--- src/rtl/cdc_regs_map.vh ---
// Purpose: Offsets, fields and reset values of the decompression control
//          register bank.
// Assumes: Big-endian bit numbering, bit 0 is the MSB (vector bit 31).
// Notes:   Definitions only.
`ifndef CDC_REGS_MAP_VH
`define CDC_REGS_MAP_VH

// Port addresses of the indirect pair
`define CDC_PORT_ADDR 10'h014
`define CDC_PORT_DATA 10'h015

// Indirect offsets
`define CDC_OFF_ORIGIN0 11'h000
`define CDC_OFF_ORIGIN1 11'h001
`define CDC_OFF_ORIGIN2 11'h002
`define CDC_OFF_ORIGIN3 11'h003
`define CDC_OFF_REGION0 11'h004
`define CDC_OFF_REGION1 11'h005
`define CDC_OFF_CONFIG 11'h040
`define CDC_OFF_IDENT 11'h041
`define CDC_OFF_REVISION 11'h042
`define CDC_OFF_CPU_EAR 11'h050
`define CDC_OFF_MEM_EAR 11'h051
`define CDC_OFF_STATUS 11'h052

// Writable masks (vector numbering, bit 31 = big-endian bit 0)
`define CDC_ORIGIN_MASK 32'h0000_07ff
`define CDC_REGION_MASK 32'hffcf_0001
`define CDC_CONFIG_MASK 32'h0000_3ffd

// Configuration fields (vector numbering)
`define CDC_CFG_DISABLE 0
`define CDC_CFG_CLEAR 2
`define CDC_CFG_SLEEP 3
`define CDC_SLEEP_DELAY_VALUE_LSB 4
`define CDC_SLEEP_DELAY_VALUE_MSB 13

// Region fields (vector numbering)
`define CDC_REG_EN 0
`define CDC_RSIZE_LSB 16
`define CDC_RSIZE_MSB 19
`define CDC_RBASE_LSB 22
`define CDC_RSIZE_MIN 4'h5

// Error status: group of master m starts at vector bit 31-6m
`define CDC_STATUS_MASK 32'hffff_c000

// Reset values
`define CDC_RST_WORD 32'h0000_0000

`endif

--- src/rtl/cdc_regs.v ---
// Purpose: Control, identity and error-capture registers of the code
//          decompression controller, reached through an address/data pair.
// Assumes: Errors arrive as one-cycle pulses with master number and cause.
// Notes:   Vector bit 31 is big-endian bit 0 throughout.
//
// Overview of operation
// - Table origins keep bits 21:31 only
// - Region base in bits 0:9
// - Size codes 0101..1111, 4MB to 4GB
// - Bit 31 enables region decoding
// - Enabled region claims its address space
// - Config bit 31 disables decompression
// - Bit 29 clears buffer, reads zero
// - Bit 28 sleep enable, 18:27 delay
// - Fixed read-only identity word
// - Fixed read-only revision word
// - Capture processor-side error address
// - Capture memory-side error address
// - Error type codes 000..011
// - Three six-bit master status groups
// - Direction reads 1 for read errors
// - Lock input sets field lock
// - Lock input sets address lock, holds addresses
// - Page attribute marks compressed fetches
`timescale 1ns/100ps
`include "cdc_regs_map.vh"

module cdc_regs #(
  parameter [31:0] IDENT_VALUE = 32'h0000_0a5a, // Arbitrary value
  parameter [31:0] REVISION_VALUE = 32'h0000_0001 // Arbitrary value
) (
  input wire clk,
  input wire rst,
  input wire clk_en,
  // Register port
  input wire [9:0] port_addr,
  input wire port_wr,
  input wire port_rd,
  input wire [31:0] port_wdata,
  output reg [31:0] port_rdata,
  output reg port_ack,
  // Error reports from the datapath
  input wire err_valid,
  input wire [1:0] err_master,
  input wire [2:0] err_type,
  input wire err_is_read,
  input wire lock_error_input,
  input wire [31:0] err_cpu_addr,
  input wire [31:0] err_mem_addr,
  // Fetch classification
  input wire [31:0] fetch_addr,
  input wire compressed_page_attribute,
  // Controls towards the datapath
  output reg region_hit,
  output reg fetch_compressed,
  output reg buffer_clear_pulse,
  output reg decompress_disable_bit,
  output reg sleep_enable_bit,
  output reg [9:0] sleep_delay_value,
  output reg [10:0] table_origin_sel
);

  reg [10:0] offset_reg;
  reg [31:0] origin_reg [0:3];
  reg [31:0] region0_reg;
  reg [31:0] region1_reg;
  reg [31:0] config_reg;
  reg [31:0] cpu_ear_reg;
  reg [31:0] mem_ear_reg;
  reg [31:0] status_reg;
  reg [31:0] rdata_next;
  wire hit0;
  wire hit1;
  wire data_wr;
  wire data_rd;
  wire [4:0] grp_lsb;
  wire any_addr_lock;
  wire grp_field_lock;
  integer i;

  ////////////////////////////////////////////////////////////////////////
  // Helpers

  // Status group base bit of a master
  function [4:0] grp_base;
    input [1:0] m;
    begin
      grp_base = 5'd26 - {m, 2'b00} - {1'b0, m, 1'b0};
    end
  endfunction

  assign data_wr = clk_en && port_wr && (port_addr == `CDC_PORT_DATA);
  assign data_rd = clk_en && port_rd && (port_addr == `CDC_PORT_DATA);
  assign grp_lsb = grp_base(err_master);
  assign any_addr_lock = status_reg[26] | status_reg[20] | status_reg[14];
  assign grp_field_lock = status_reg[grp_lsb + 5'd1];

  cdc_region_match u_match0 (
    .region_word(region0_reg),
    .addr(fetch_addr),
    .hit(hit0)
  );

  cdc_region_match u_match1 (
    .region_word(region1_reg),
    .addr(fetch_addr),
    .hit(hit1)
  );

  ////////////////////////////////////////////////////////////////////////
  // Read mux

  always @* begin
    rdata_next = `CDC_RST_WORD;
    if (port_addr == `CDC_PORT_ADDR) begin
      rdata_next = {21'h0, offset_reg};
    end else begin
      case (offset_reg)
        `CDC_OFF_ORIGIN0: rdata_next = origin_reg[0];
        `CDC_OFF_ORIGIN1: rdata_next = origin_reg[1];
        `CDC_OFF_ORIGIN2: rdata_next = origin_reg[2];
        `CDC_OFF_ORIGIN3: rdata_next = origin_reg[3];
        `CDC_OFF_REGION0: rdata_next = region0_reg;
        `CDC_OFF_REGION1: rdata_next = region1_reg;
        `CDC_OFF_CONFIG: rdata_next = config_reg;
        `CDC_OFF_IDENT: rdata_next = IDENT_VALUE;
        `CDC_OFF_REVISION: rdata_next = REVISION_VALUE;
        `CDC_OFF_CPU_EAR: rdata_next = cpu_ear_reg;
        `CDC_OFF_MEM_EAR: rdata_next = mem_ear_reg;
        `CDC_OFF_STATUS: rdata_next = status_reg;
        default: rdata_next = `CDC_RST_WORD;
      endcase
    end
  end

  ////////////////////////////////////////////////////////////////////////
  // Registers

  always @(posedge clk or posedge rst) begin
    if (rst) begin
      offset_reg <= 11'h000;
      for (i = 0; i < 4; i = i + 1) begin
        origin_reg[i] <= `CDC_RST_WORD;
      end
      region0_reg <= `CDC_RST_WORD;
      region1_reg <= `CDC_RST_WORD;
      config_reg <= `CDC_RST_WORD;
      cpu_ear_reg <= `CDC_RST_WORD;
      mem_ear_reg <= `CDC_RST_WORD;
      status_reg <= `CDC_RST_WORD;
      port_rdata <= `CDC_RST_WORD;
      port_ack <= 1'b0;
      buffer_clear_pulse <= 1'b0;
    end else if (clk_en) begin
      port_ack <= port_wr | port_rd;
      buffer_clear_pulse <= 1'b0;
      if (port_rd) begin
        port_rdata <= rdata_next;
      end
      // Address first, then data
      if (port_wr && port_addr == `CDC_PORT_ADDR) begin
        offset_reg <= port_wdata[10:0];
      end
      if (data_wr) begin
        case (offset_reg)
          `CDC_OFF_ORIGIN0, `CDC_OFF_ORIGIN1,
          `CDC_OFF_ORIGIN2, `CDC_OFF_ORIGIN3: begin
            origin_reg[offset_reg[1:0]] <=
              port_wdata & `CDC_ORIGIN_MASK;
          end
          `CDC_OFF_REGION0: region0_reg <=
            port_wdata & `CDC_REGION_MASK;
          `CDC_OFF_REGION1: region1_reg <=
            port_wdata & `CDC_REGION_MASK;
          `CDC_OFF_CONFIG: begin
            // Clear bit is never stored, so it reads back zero
            config_reg <= port_wdata & `CDC_CONFIG_MASK &
              ~(32'h1 << `CDC_CFG_CLEAR);
            buffer_clear_pulse <= port_wdata[`CDC_CFG_CLEAR];
          end
          default: begin
          end
        endcase
      end
      // Error capture; set wins over a same-cycle clear
      if (data_wr && offset_reg == `CDC_OFF_STATUS) begin
        status_reg <= status_reg & ~port_wdata & `CDC_STATUS_MASK;
      end
      if (err_valid && err_master != 2'd3) begin
        if (!grp_field_lock) begin
          status_reg[grp_lsb + 5'd5] <= err_type[2];
          status_reg[grp_lsb + 5'd4] <= err_type[1];
          status_reg[grp_lsb + 5'd3] <= err_type[0];
          status_reg[grp_lsb + 5'd2] <= err_is_read;
          status_reg[grp_lsb + 5'd1] <= lock_error_input;
          status_reg[grp_lsb] <= lock_error_input;
        end
        if (!any_addr_lock) begin
          cpu_ear_reg <= err_cpu_addr;
          mem_ear_reg <= err_mem_addr;
        end
      end
    end
  end

  ////////////////////////////////////////////////////////////////////////
  // Outputs to the datapath

  always @(posedge clk or posedge rst) begin
    if (rst) begin
      region_hit <= 1'b0;
      fetch_compressed <= 1'b0;
      decompress_disable_bit <= 1'b0;
      sleep_enable_bit <= 1'b0;
      sleep_delay_value <= 10'h000;
      table_origin_sel <= 11'h000;
    end else if (clk_en) begin
      region_hit <= hit0 | hit1;
      // Attribute honoured only while decompression is enabled
      fetch_compressed <= (hit0 | hit1) && compressed_page_attribute &&
        !config_reg[`CDC_CFG_DISABLE];
      decompress_disable_bit <= config_reg[`CDC_CFG_DISABLE];
      sleep_enable_bit <= config_reg[`CDC_CFG_SLEEP];
      sleep_delay_value <= config_reg[`CDC_SLEEP_DELAY_VALUE_MSB:`CDC_SLEEP_DELAY_VALUE_LSB];
      // Origin of region 1 when it hits, else region 0
      table_origin_sel <= hit1 ? origin_reg[1][10:0] :
        origin_reg[0][10:0];
    end
  end

endmodule // cdc_regs

--- src/rtl/cdc_region_match.v ---
// Purpose: Address match for one decode region.
// Assumes: Size code 5 is 4MB, each step doubles, 15 is 4GB.
// Notes:   Reserved size codes never match.
`timescale 1ns/100ps
`include "cdc_regs_map.vh"

module cdc_region_match (
  input wire [31:0] region_word,
  input wire [31:0] addr,
  output wire hit
);

  wire [3:0] size_code;
  wire [31:0] size_mask;
  wire size_ok;

  assign size_code = region_word[`CDC_RSIZE_MSB:`CDC_RSIZE_LSB];
  // Mask covers the bits inside the region, 22 + (code - 5) bits
  // Six-bit amount so code 15 shifts by 32 and spans the whole space
  assign size_mask = ~(32'hffff_ffff << (6'd17 + {2'b00, size_code}));
  assign size_ok = (size_code >= `CDC_RSIZE_MIN);
  // Base holds the top ten bits; larger regions ignore the low base bits
  assign hit = region_word[`CDC_REG_EN] && size_ok &&
    (((addr ^ region_word) & ~size_mask & 32'hffc0_0000) == 32'h0);

endmodule // cdc_region_match

--- config.mk ---
export PLATFORM = sky130hd
export DESIGN_NAME = cdc_regs
export DESIGN_NICKNAME = d
export VERILOG_FILES = /design/src/rtl/cdc_regs.v /design/src/rtl/cdc_region_match.v
export VERILOG_INCLUDE_DIRS = /design/src /design/src/rtl
export SDC_FILE = /design/constraint.sdc
export NUM_CORES = 1
export LEC_CHECK = 0
export ABC_AREA = 1
export ABC_CLOCK_PERIOD_IN_PS = 9000
export BUFFER_PORTS_ARGS = -buffer_cell sky130_fd_sc_hd__buf_2
export CORE_UTILIZATION = 25
export DETAILED_ROUTE_END_ITERATION = 16
export PLACE_DENSITY_LB_ADDON = 0.1
export RECOVER_POWER = 50
export SETUP_SLACK_MARGIN = 0.1
export SLEW_MARGIN = 40
export SYNTH_ARGS = -nofsm -noshare
export SYNTH_HDL_FRONTEND = slang
export SYNTH_SLANG_ARGS = --single-unit
--- constraint.sdc ---
create_clock -name clk -period 9 [get_ports clk]
set_input_delay 1.8 -clock clk [delete_from_list [all_inputs] [get_ports clk]]
set_output_delay 1.8 -clock clk [all_outputs]
set_load 0.05 [all_outputs]
# Word-level counts from Yosys, hierarchy flattened
# Cells that the tools add are included.
totals:
  wordCells: 139
  regBits: 336
  in_bits: 152
  out_inout_bits: 59
op_classes:
  add_sub_neg: 9
  mux: 32
  n_eq_ne: 14
  bitwise_logic: 16
  reduce_logical: 30
  shift: 2
  n_lt_le_gt_ge: 16
op_table:
  columns: ["op", "n"]
  rows:
  - ["one-hot mux 32 bit (12 select lines)", 1]
  - ["bitwise mux 32 bit", 6]
  - ["two-way mux 32 bit", 6]
  - ["NOT 32 bit", 5]
  - ["bitwise mux 128 bit", 1]
  - ["bitwise AND 32 bit", 3]
  - ["== test 11 x 7 -> 1 bit (second input constant)", 6]
  - ["demux 32 bit (select 2 bit)", 1]
  - ["zero test 32 bit", 2]
  - ["<< shifter 32 x 6 -> 32 bit (first input constant)", 2]
  - ["bitwise XOR 32 bit", 2]
  - ["less-than comparator 5 x 6 -> 1 bit (second input constant)", 6]
  - ["demux 1 bit (select 5 bit)", 6]
  - [">= comparator 5 x 1 -> 1 bit (second input constant)", 6]
  - ["== test 11 x 2 -> 1 bit (second input constant)", 2]
  - ["== test 11 x 3 -> 1 bit (second input constant)", 2]
  - ["== test 10 x 5 -> 1 bit (second input constant)", 2]
  - ["logical AND 1 bit", 18]
  - ["AND reduction 3 bit", 5]
  - ["adder 5 x 4 -> 6 bit (first input constant)", 2]
  - ["== test 11 x 1 -> 1 bit (second input constant)", 1]
  - ["zero test 11 bit", 1]
  - ["two-way mux 11 bit", 1]
  - ["adder 5 x 2 -> 5 bit (second input constant)", 2]
  - ["other kinds (16)", 30]

# Longest topological paths before layout
# Gate-level depths: netlist (run 1).
depth:
  ltp_word: 15
  mapped_depth: 17

# By module
# A second synthesis (run 1) with hierarchy kept.
unflattened:
  hier_cells: 1859
  area_unflattened_um2: 13949.6
modules_own_cells:
  columns: ["mod", "cells_each", "seq_area_each_um2", "area_per_inst_um2", "instances"]
  rows:
  - ["cdc_regs", 1729, 6306.0, 13101.3, 1]
  - ["cdc_region_match", 65, 0.0, 424.2, 2]

# Worst setup path before layout (run 1)
# No wires, ideal clock.
synth_timing:
  path_kind: "input -> register"
  from: "input err_master[0]"
  to: "register status_reg[10]"
  required_ns: 8.883
  setup_time_ns: 0.117
  stages: 17
  path_slack_ns: 5.579
  arrival_time_ns: 3.304
  path_cell_list: "inv_2 ha_1 buf_2 nand2_1 nand2_1 nor2_2 inv_1 nor2_1 nand2_1 nand2_1 nor2_1 nand2_1 buf_4 buf_4 a21oi_1 nand2_1 nand2_1"
synth_between:
  elab_chain_cells: 15
  elab_cells_between_ends: 49
  cone_classes: "add/sub: 7; order compare: 12; eq/ne: 1; mux: 22; reduce/logical: 7"
synth_rtl:
  columns: ["element", "line", "rtl"]
  rows:
  - ["from (decl)", "cdc_regs.v:44", "input wire [1:0] err_master,"]
  - ["subtractor 5 x 4 -> 5 bit", "cdc_regs.v:88", "grp_base = 5'd26 - {m, 2'b00} - {1'b0, m, 1'b0};"]
  - ["subtractor 5 x 3 -> 5 bit", "cdc_regs.v:88", null]
  - ["adder 5 x 3 -> 5 bit", "cdc_regs.v:191", "status_reg[grp_lsb + 5'd5] <= err_type[2];"]
  - ["less-than comparator 5 x 6 -> 1 bit (implied by the code) or >= comparator 5 x 1 -> 1 bit (tied branches)", "cdc_regs.v:191", null]
  - ["logical AND 1 bit (implied by the code)", "cdc_regs.v:191", null]
  - ["two-way mux 1 bit (implied by the code)", "cdc_regs.v:191", null]
  - ["demux 1 bit (select 5 bit)", "cdc_regs.v:191", null]
  - ["bitwise mux 32 bit", "cdc_regs.v:191", null]
  - ["bitwise mux 32 bit", "cdc_regs.v:192", "status_reg[grp_lsb + 5'd4] <= err_type[1];"]
  - ["bitwise mux 32 bit", "cdc_regs.v:193", "status_reg[grp_lsb + 5'd3] <= err_type[0];"]
  - ["bitwise mux 32 bit", "cdc_regs.v:194", "status_reg[grp_lsb + 5'd2] <= err_is_read;"]
  - ["bitwise mux 32 bit", "cdc_regs.v:195", "status_reg[grp_lsb + 5'd1] <= lock_error_input;"]
  - ["bitwise mux 32 bit", "cdc_regs.v:196", "status_reg[grp_lsb] <= lock_error_input;"]
  - ["two-way mux 32 bit", "cdc_regs.v:190", "if (!grp_field_lock) begin"]
  - ["two-way mux 32 bit (*)", "cdc_regs.v:189", "if (err_valid && err_master != 2'd3) begin"]
  - ["to (signal, indexed assignment)", "cdc_regs.v:191", null]
  - ["to (signal, indexed assignment)", "cdc_regs.v:195", null]
  - ["to (signal, indexed assignment)", "cdc_regs.v:196", null]
  - ["to (decl)", "cdc_regs.v:70", "reg [31:0] status_reg;"]
# Mark *: on every way between the ends. The rest lies on a longest branch, timed or not. The select of a mux whose other input is x is not followed.
# A chain may end at the register's enable or synchronous reset.

# Worst setup path after layout (run 1)
layout_timing:
  from: "input clk_en"
  to: "register status_reg[16]"
layout_between:
  elab_chain_cells: 13
layout_rtl:
  columns: ["element", "line", "rtl"]
  rows:
  - ["from (decl)", "cdc_regs.v:34", "input wire clk_en,"]
  - ["logical AND 1 bit (2 in a row)", "cdc_regs.v:92", "assign data_wr = clk_en && port_wr && (port_addr == `CDC_PORT_DATA);"]
  - ["logical AND 1 bit (no source line)", null, null]
  - ["two-way mux 32 bit", "cdc_regs.v:186", "if (data_wr && offset_reg == `CDC_OFF_STATUS) begin"]
  - ["two-way mux 32 bit", "cdc_regs.v:154", "end else if (clk_en) begin"]
  - ["bitwise mux 32 bit", "cdc_regs.v:191", null]
  - ["bitwise mux 32 bit", "cdc_regs.v:192", null]
  - ["bitwise mux 32 bit", "cdc_regs.v:193", null]
  - ["bitwise mux 32 bit", "cdc_regs.v:194", null]
  - ["bitwise mux 32 bit", "cdc_regs.v:195", null]
  - ["bitwise mux 32 bit", "cdc_regs.v:196", null]
  - ["two-way mux 32 bit", "cdc_regs.v:190", null]
  - ["two-way mux 32 bit", "cdc_regs.v:189", null]
# Several ways; a longest one is shown, not always the timed one. The select of a mux whose other input is x is not followed.

==> results by group, run 1 <==
Outcome
  – Run status: finished with violations
  – Failing checks: capacitance limit, slew limit

Global routing
  – Total grt overflow: 0
  – Maximum number of pins on one net before global-route repair: 89
  – Vias in the first global route: 12566
  – First-pass GRT wire length: 81900 um
  – Initial antenna violation count: 1
  – Global Route Usage Sum: 19.7%

Pwr
  – Pwr/cell area: 208 nW/um^2
  – Overall power consumption: 0.00339 W
  – Max VDD drop: 0.111 mV
  – LEAKAGE: 8.04 nW

Setup path
  – Critical path capture point type: register
  – Critical Path Source Type: input port
  – Worst Reg-to-Reg Cells: 14
  – Most Frequent Cell on Critical Path: nand2_1
  – WP buf/inv: 3
  – Crit path largest cell delay: 0.98 ns
  – Reg-to-reg endpoint: region_hit
  – Slowest cell on the critical path: clkbuf_1
  – CP Data Required Time: 9.44 ns
  – CP top delay family: simple AND/OR/NAND/NOR gates
  – Crit-path cells: clkbuf_1, clkbuf_1, nand2_1, inv_1, nand3_1, nor2_1, nand2_2, o21ai_1, nand2_1, nand2_1, nand2_1, nand2_1, nand2_1, nand2_1, nand2_1
  – Reg2reg setup slack: 5.76 ns
  – Worst path arrival time: 6.10 ns
  – Largest fanout on the critical path: 33
  – RR Startpoint: region1_reg[16]
  – Critical path type: input port to register

Layout
  – Filler cells: 5989
  – Layout cells sized above 1: 13.8%
  – Area delta synth->final: 19.7%
  – Net count, final: 2150
  – Antenna cell count: 0
  – Fin area: 16300 sq um
  – Fin util: 30.3%
  – Max FFs per register: 44

Timing
  – Worst-Margin Slew: 4.10 ns
  – Final period utilization: 62.9%
  – Final WS setup: 3.33 ns
  – Fin. max-slew vios: 82
  – TNS Setup: 0 ns
  – Max Freq: 177 MHz
  – Final setup skew: 0.0247 ns
  – Tmin final: 5.67 ns
  – Rel. slew slack: -175%
  – RSZ-0062 raised after global routing: no
  – Final setup violation count: 0
  – Final Hold Fails: 0

Floorplan
  – Initial core utilization: 25.3%
  – Chip width: 236 um
  – FP Rows: 85
  – Die area: 55500 sq um
  – Core Region: 53800 sq um
  – Io pins: 211
  – Chip height: 236 um

Clock network
  – Post-cts hold buffer count: 0
  – Post-CTS sizing: 0
  – Skew-Pair Late Insertion Delay: 0.56 ns
  – Clock slew at reported path FFs: 0.05 ns
  – Number of clock sinks: 252
  – Deepest clock path buffer count: 3
  – CTS tree: built
  – H-tree depth: 2
  – Num CTS Buffers: 35
  – Clock root buffer: clkbuf_16
  – # Post-CTS Setup Buffers: 0

Route
  – DRC: 0
  – Initial DRC Count: 917
  – Via/cell ratio: 4.65
  – Routed Antenna Nets: 0
  – Avg WL per Cell: 20.4 um
  – Initial DRT Pass Iterations: 5
  – Routed vias: 12545
  – Final wirelength: 54900 um

Yosys
  – Number of synthesized register bits: 252
  – Mapped Area: 13600 sq um
  – Synth Warn #: 0
  – Synth area leader: dfrtp_1
  – Post-synth ARST share: 100%
  – Share of the synthesized area in the top cell type: 46.2%
  – Avg Inst Size Synth: 7.50 sq um
  – Yosys cell types: 36
  – Synth area leaders: dfrtp_1 (46%), nand2_1 (18%), o21ai_0 (5.2%)
  – Sequential fraction of the synthesis area: 46.2%
  – Post-synth EDFFs: 0
  – Mapped Cells: 1817
  – Post-synth top flop: dfrtp_1
  – Syn nets: 1989

Min path
  – HP Class: register to register
  – Worst Hold End: sleep_delay_value[7]
  – Hold path startpoint: sleep_delay_value[7]
  – Hold Path Depth: 2

Placed design
  – Final HPWL DP: 40200 um
  – Routability-driven placement congestion ratio: 0.872
  – Area after DPL: 15300 sq um
  – Post-place setup slack: 3.83 ns
  – I/O Buffers: 188

Job
  – Number of max-cap violations: 1
-- where the power goes --
part | leakage (nW) | internal [W] | total [W] | switching (W)
logic | 4.18 | 0.000211 | 0.000515 | 0.000304
registers | 3.29 | 0.00132 | 0.00145 | 0.000132
clock network | 0.571 | 0.000863 | 0.00143 | 0.000562
total | 8.04 | 0.00240 | 0.00339 | 0.000998
-- stage by stage --
| stage | hold WS (ns) | instances |
|---|---|---|
| floorplan | 0.453 | 1817 |
| finish | 0.469 | 2695 |
| CTS | 0.472 | 2695 |
| global placement | 0.457 | 2637 |
| detailed placement | 0.458 | 2637 |
| global route | 0.505 | 2695 |
-- layout make-up --
type | instances | area [sq um] | area share (%)
clock inverter | 10 | 159 | 0.973
inverter | 176 | 662 | 4.05
tap | 696 | 871 | 5.33
multi-input combinational | 1313 | 6370 | 39.0
sequential | 252 | 6310 | 38.6
timing repair buffer | 200 | 962 | 5.89
clock buffer | 48 | 995 | 6.09
-- worst reg2reg max path, stage by stage, from the launching register on --
cell	delay, ns
dfrtp_1	0.45
ha_1	0.24
inv_1	0.06
ha_1	0.29
inv_1	0.09
nand3_1	0.11
o21bai_1	0.18
nand3_1	0.09
nor2_1	0.09
nand2_1	0.06
nand2_1	0.45
nand2_1	0.47
nand2_1	0.36
nand2_1	0.12
nand2_1	0.11
-- worst max path at each step --
stage	startpoint	endpoint	slack (ns)	cells past startpoint
6_report	clk_en	status_reg[16]	3.33	15
5_1_grt	clk_en	status_reg[28]	2.70	15
3_3_place_gp	clk_en	status_reg[16]	3.83	15
4_1_cts	clk_en	status_reg[28]	4.41	15
3_5_place_dp	clk_en	status_reg[16]	3.83	15
2_1_floorplan	rst	buffer_clear_pulse	0.27	1
-- per-layer routing --
metal,GRT usage [%],part of all wire [%],vias to the layer above
met2,33.2,48,265
met3,2.58,3.7,65
met5,0,0,-
li1,-,-,6168
met4,7.13,3.2,0
met1,25.8,45,6047
-- synthesized netlist by cell type (2+ instances only) --
cell type	n
a211oi_1	7
a21oi_1	100
and3_1	6
buf_2	20
buf_4	4
clkbuf_1	50
dfrtp_1	252
ha_1	20
inv_1	163
inv_2	12
mux2_2	55
nand2_1	638
nand2_2	3
nand3_1	90
nand4_1	16
nor2_1	114
nor2_2	4
nor2_4	2
nor3_1	6
nor3_2	2
o211ai_1	9
o21ai_0	141
o21ai_1	60
o21bai_1	3
o22ai_1	12
xnor2_1	9
xor2_1	10
-- cells in the final DEF, fill, tap and decap left out, drive strengths merged, types with 16 or more instances in the layout --
| cell | Yosys | layout |
|---|---|---|
| a21oi | 100 | 100 |
| buf | 26 | 139 |
| clkbuf | 50 | 109 |
| dfrtp | 252 | 252 |
| ha | 20 | 20 |
| inv | 175 | 176 |
| mux2 | 55 | 55 |
| nand2 | 641 | 641 |
| nand3 | 90 | 90 |
| nand4 | 16 | 16 |
| nor2 | 120 | 120 |
| o21ai | 201 | 201 |
-- cells by family after synthesis --
| group | share of synthesized area, % |
|---|---|
| compound gates | 12.8 |
| xor+xnor | 1.22 |
| fa+ha+maj | 1.84 |
| buf+inv | 7.29 |
| flops | 46.2 |
| mux | 4.54 |
| simple gates | 26.1 |
Power figures use the tool's default switching activity.
==> run 2: changes to the inputs <==
ABC_CLOCK_PERIOD_IN_PS = 5200   (was 9000)
clock period = 5.2 ns   (was 9 ns; I/O delays follow)
==> results by group, run 2 (synthesis gave the netlist of run 1 again) <==
Outcome
  – Run status: finished with violations
  – Failing checks: capacitance limit, slew limit

Setup path
  – Reg2reg setup slack: 1.99 ns
  – Critical path capture point type: register
  – Worst Reg-to-Reg Cells: 16
  – Crit-path cells: buf_2, clkbuf_1, inv_2, clkbuf_2, a21oi_1, nand2_1, o21ai_1
  – CP Data Required Time: 5.64 ns
  – CP top delay family: buffers and inverters
  – WP buf/inv: 4
  – Critical path type: input port to register
  – Worst path arrival time: 4.33 ns
  – RR Startpoint: region1_reg[17]
  – Slowest cell on the critical path: clkbuf_1
  – Crit path largest cell delay: 1.36 ns
  – Critical Path Source Type: input port
  – Reg-to-reg endpoint: region_hit
  – Largest fanout on the critical path: 87

Timing
  – Final WS setup: 1.30 ns
  – Max Freq: 257 MHz
  – Final setup violation count: 0
  – Final period utilization: 75.0%
  – Tmin final: 3.90 ns
  – Final Hold Fails: 0
  – TNS Setup: 0 ns
  – Fin. max-slew vios: 206
  – RSZ-0062 raised after global routing: no
  – Final setup skew: 0.0161 ns
  – Rel. slew slack: -86.3%
  – Worst-Margin Slew: 2.79 ns

Clock network
  – # Post-CTS Setup Buffers: 0
  – CTS tree: built
  – H-tree depth: 2
  – Post-cts hold buffer count: 0
  – Deepest clock path buffer count: 3
  – Skew-Pair Late Insertion Delay: 0.55 ns
  – Number of clock sinks: 252
  – Clock root buffer: clkbuf_16
  – Num CTS Buffers: 34
  – Clock slew at reported path FFs: 0.05 ns
  – Post-CTS sizing: 0

Floorplan
  – Core Region: 53800 sq um
  – Die area: 55500 sq um
  – Initial core utilization: 25.3%
  – Io pins: 211
  – FP Rows: 85
  – Chip height: 236 um
  – Chip width: 236 um

Layout
  – Most common cell after layout, fill and taps aside: nand2_1
  – Antenna cell count: 0
  – Most frequent cells in the layout: nand2_1 (636), dfrtp_1 (252), buf_2 (173), inv_1 (162), o21ai_0 (141)
  – Layout cells sized above 1: 16.4%
  – Max FFs per register: 44
  – Filler cells: 5993
  – Net count, final: 2152
  – Fin util: 30.5%
  – Area delta synth->final: 20.2%

Route
  – Routed Antenna Nets: 0
  – Initial DRC Count: 940
  – Via/cell ratio: 4.65
  – DRC: 0
  – Initial DRT Pass Iterations: 5
  – Final wirelength: 54500 um
  – Routed vias: 12561
  – Avg WL per Cell: 20.2 um

Placed design
  – I/O Buffers: 188
  – Routability-driven placement congestion ratio: 0.870
  – Final HPWL DP: 40300 um
  – Post-place setup slack: 1.44 ns

Global routing
  – Initial antenna violation count: 1
  – Total grt overflow: 0
  – Global Route Usage Sum: 19.8%
  – Maximum number of pins on one net before global-route repair: 124
  – First-pass GRT wire length: 81800 um
  – Vias in the first global route: 12488

Pwr
  – Sequential power share: 43.1%
  – Max VDD drop: 0.205 mV
  – Sw Pwr: 0.00172 W
  – Comb pwr share: 15.3%
  – Sw Ratio: 29.4%
  – LEAKAGE: 8.21 nW
  – Clk pwr share: 41.6%
  – Internal power: 0.00412 W
  – Pwr/cell area: 356 nW/um^2

Min path
  – HP Class: input port to asynchronous set/reset pin

Job
  – Number of max-cap violations: 4
-- run 2: cell types whose count changed in the layout (fill, tap and decap cells not counted), moves of 2 or more --
cell and change:
buf_4 +4, clkbuf_1 -45, clkinvlp_4 +2, inv_2 +2, buf_6 -3, buf_2 +43
inv_16 -2, clkinv_2 +3
-- run 2: layer usage --
metal | vias to the layer above | part of all wire [%] | wire length, um | track usage, %
li1 | 6176 | - | - | -
met1 | 6052 | 45 | 24600 | 26.2
met2 | 270 | 49 | 26600 | 33.8
met3 | 63 | 3.5 | 1900 | 2.45
met4 | 0 | 2.4 | 1330 | 5.66
met5 | - | 0 | 0 | 0
-- run 2: worst max-delay path by stage --
stage | slack [ns] | start | cells past startpoint | end
floorplan | 0.84 | rst | 1 | buffer_clear_pulse
global placement | 1.46 | clk_en | 14 | status_reg[16]
detailed placement | 1.44 | clk_en | 14 | status_reg[31]
CTS | 2.00 | offset_reg[10] | 9 | port_rdata[19]
global route | 0.89 | clk_en | 7 | status_reg[3]
finish | 1.30 | clk_en | 7 | status_reg[9]
-- run 2: layout make-up --
class | count | area (sq um) | share of cell area, %
clock inverter | 16 | 183 | 1.11
sequential | 252 | 6310 | 38.5
inverter | 176 | 662 | 4.04
tap | 696 | 871 | 5.31
multi-input combinational | 1313 | 6370 | 38.9
clock buffer | 45 | 962 | 5.87
timing repair buffer | 203 | 1040 | 6.33
-- run 2: per-stage QoR --
step	instance area [sq um]	total power, W	hold slack [ns]	instances
after floorplan	13600	0.00310	0.453	1817
after detailed placement	15300	0.00345	0.463	2640
final	16400	0.00584	0.447	2701
after global placement	15300	0.00344	0.457	2640
after global routing	16400	0.00613	0.464	2701
after CTS	16400	0.00593	0.387	2701
-- run 2: power by group through the flow --
stage          registers (W)  clock network [W]  logic, W
2_1_floorplan        0.00249                  0  0.000610
3_3_place_gp         0.00254                  0  0.000893
3_5_place_dp         0.00255                  0  0.000906
4_1_cts              0.00252            0.00250  0.000910
5_1_grt              0.00255            0.00257   0.00101
6_report             0.00251            0.00243  0.000894
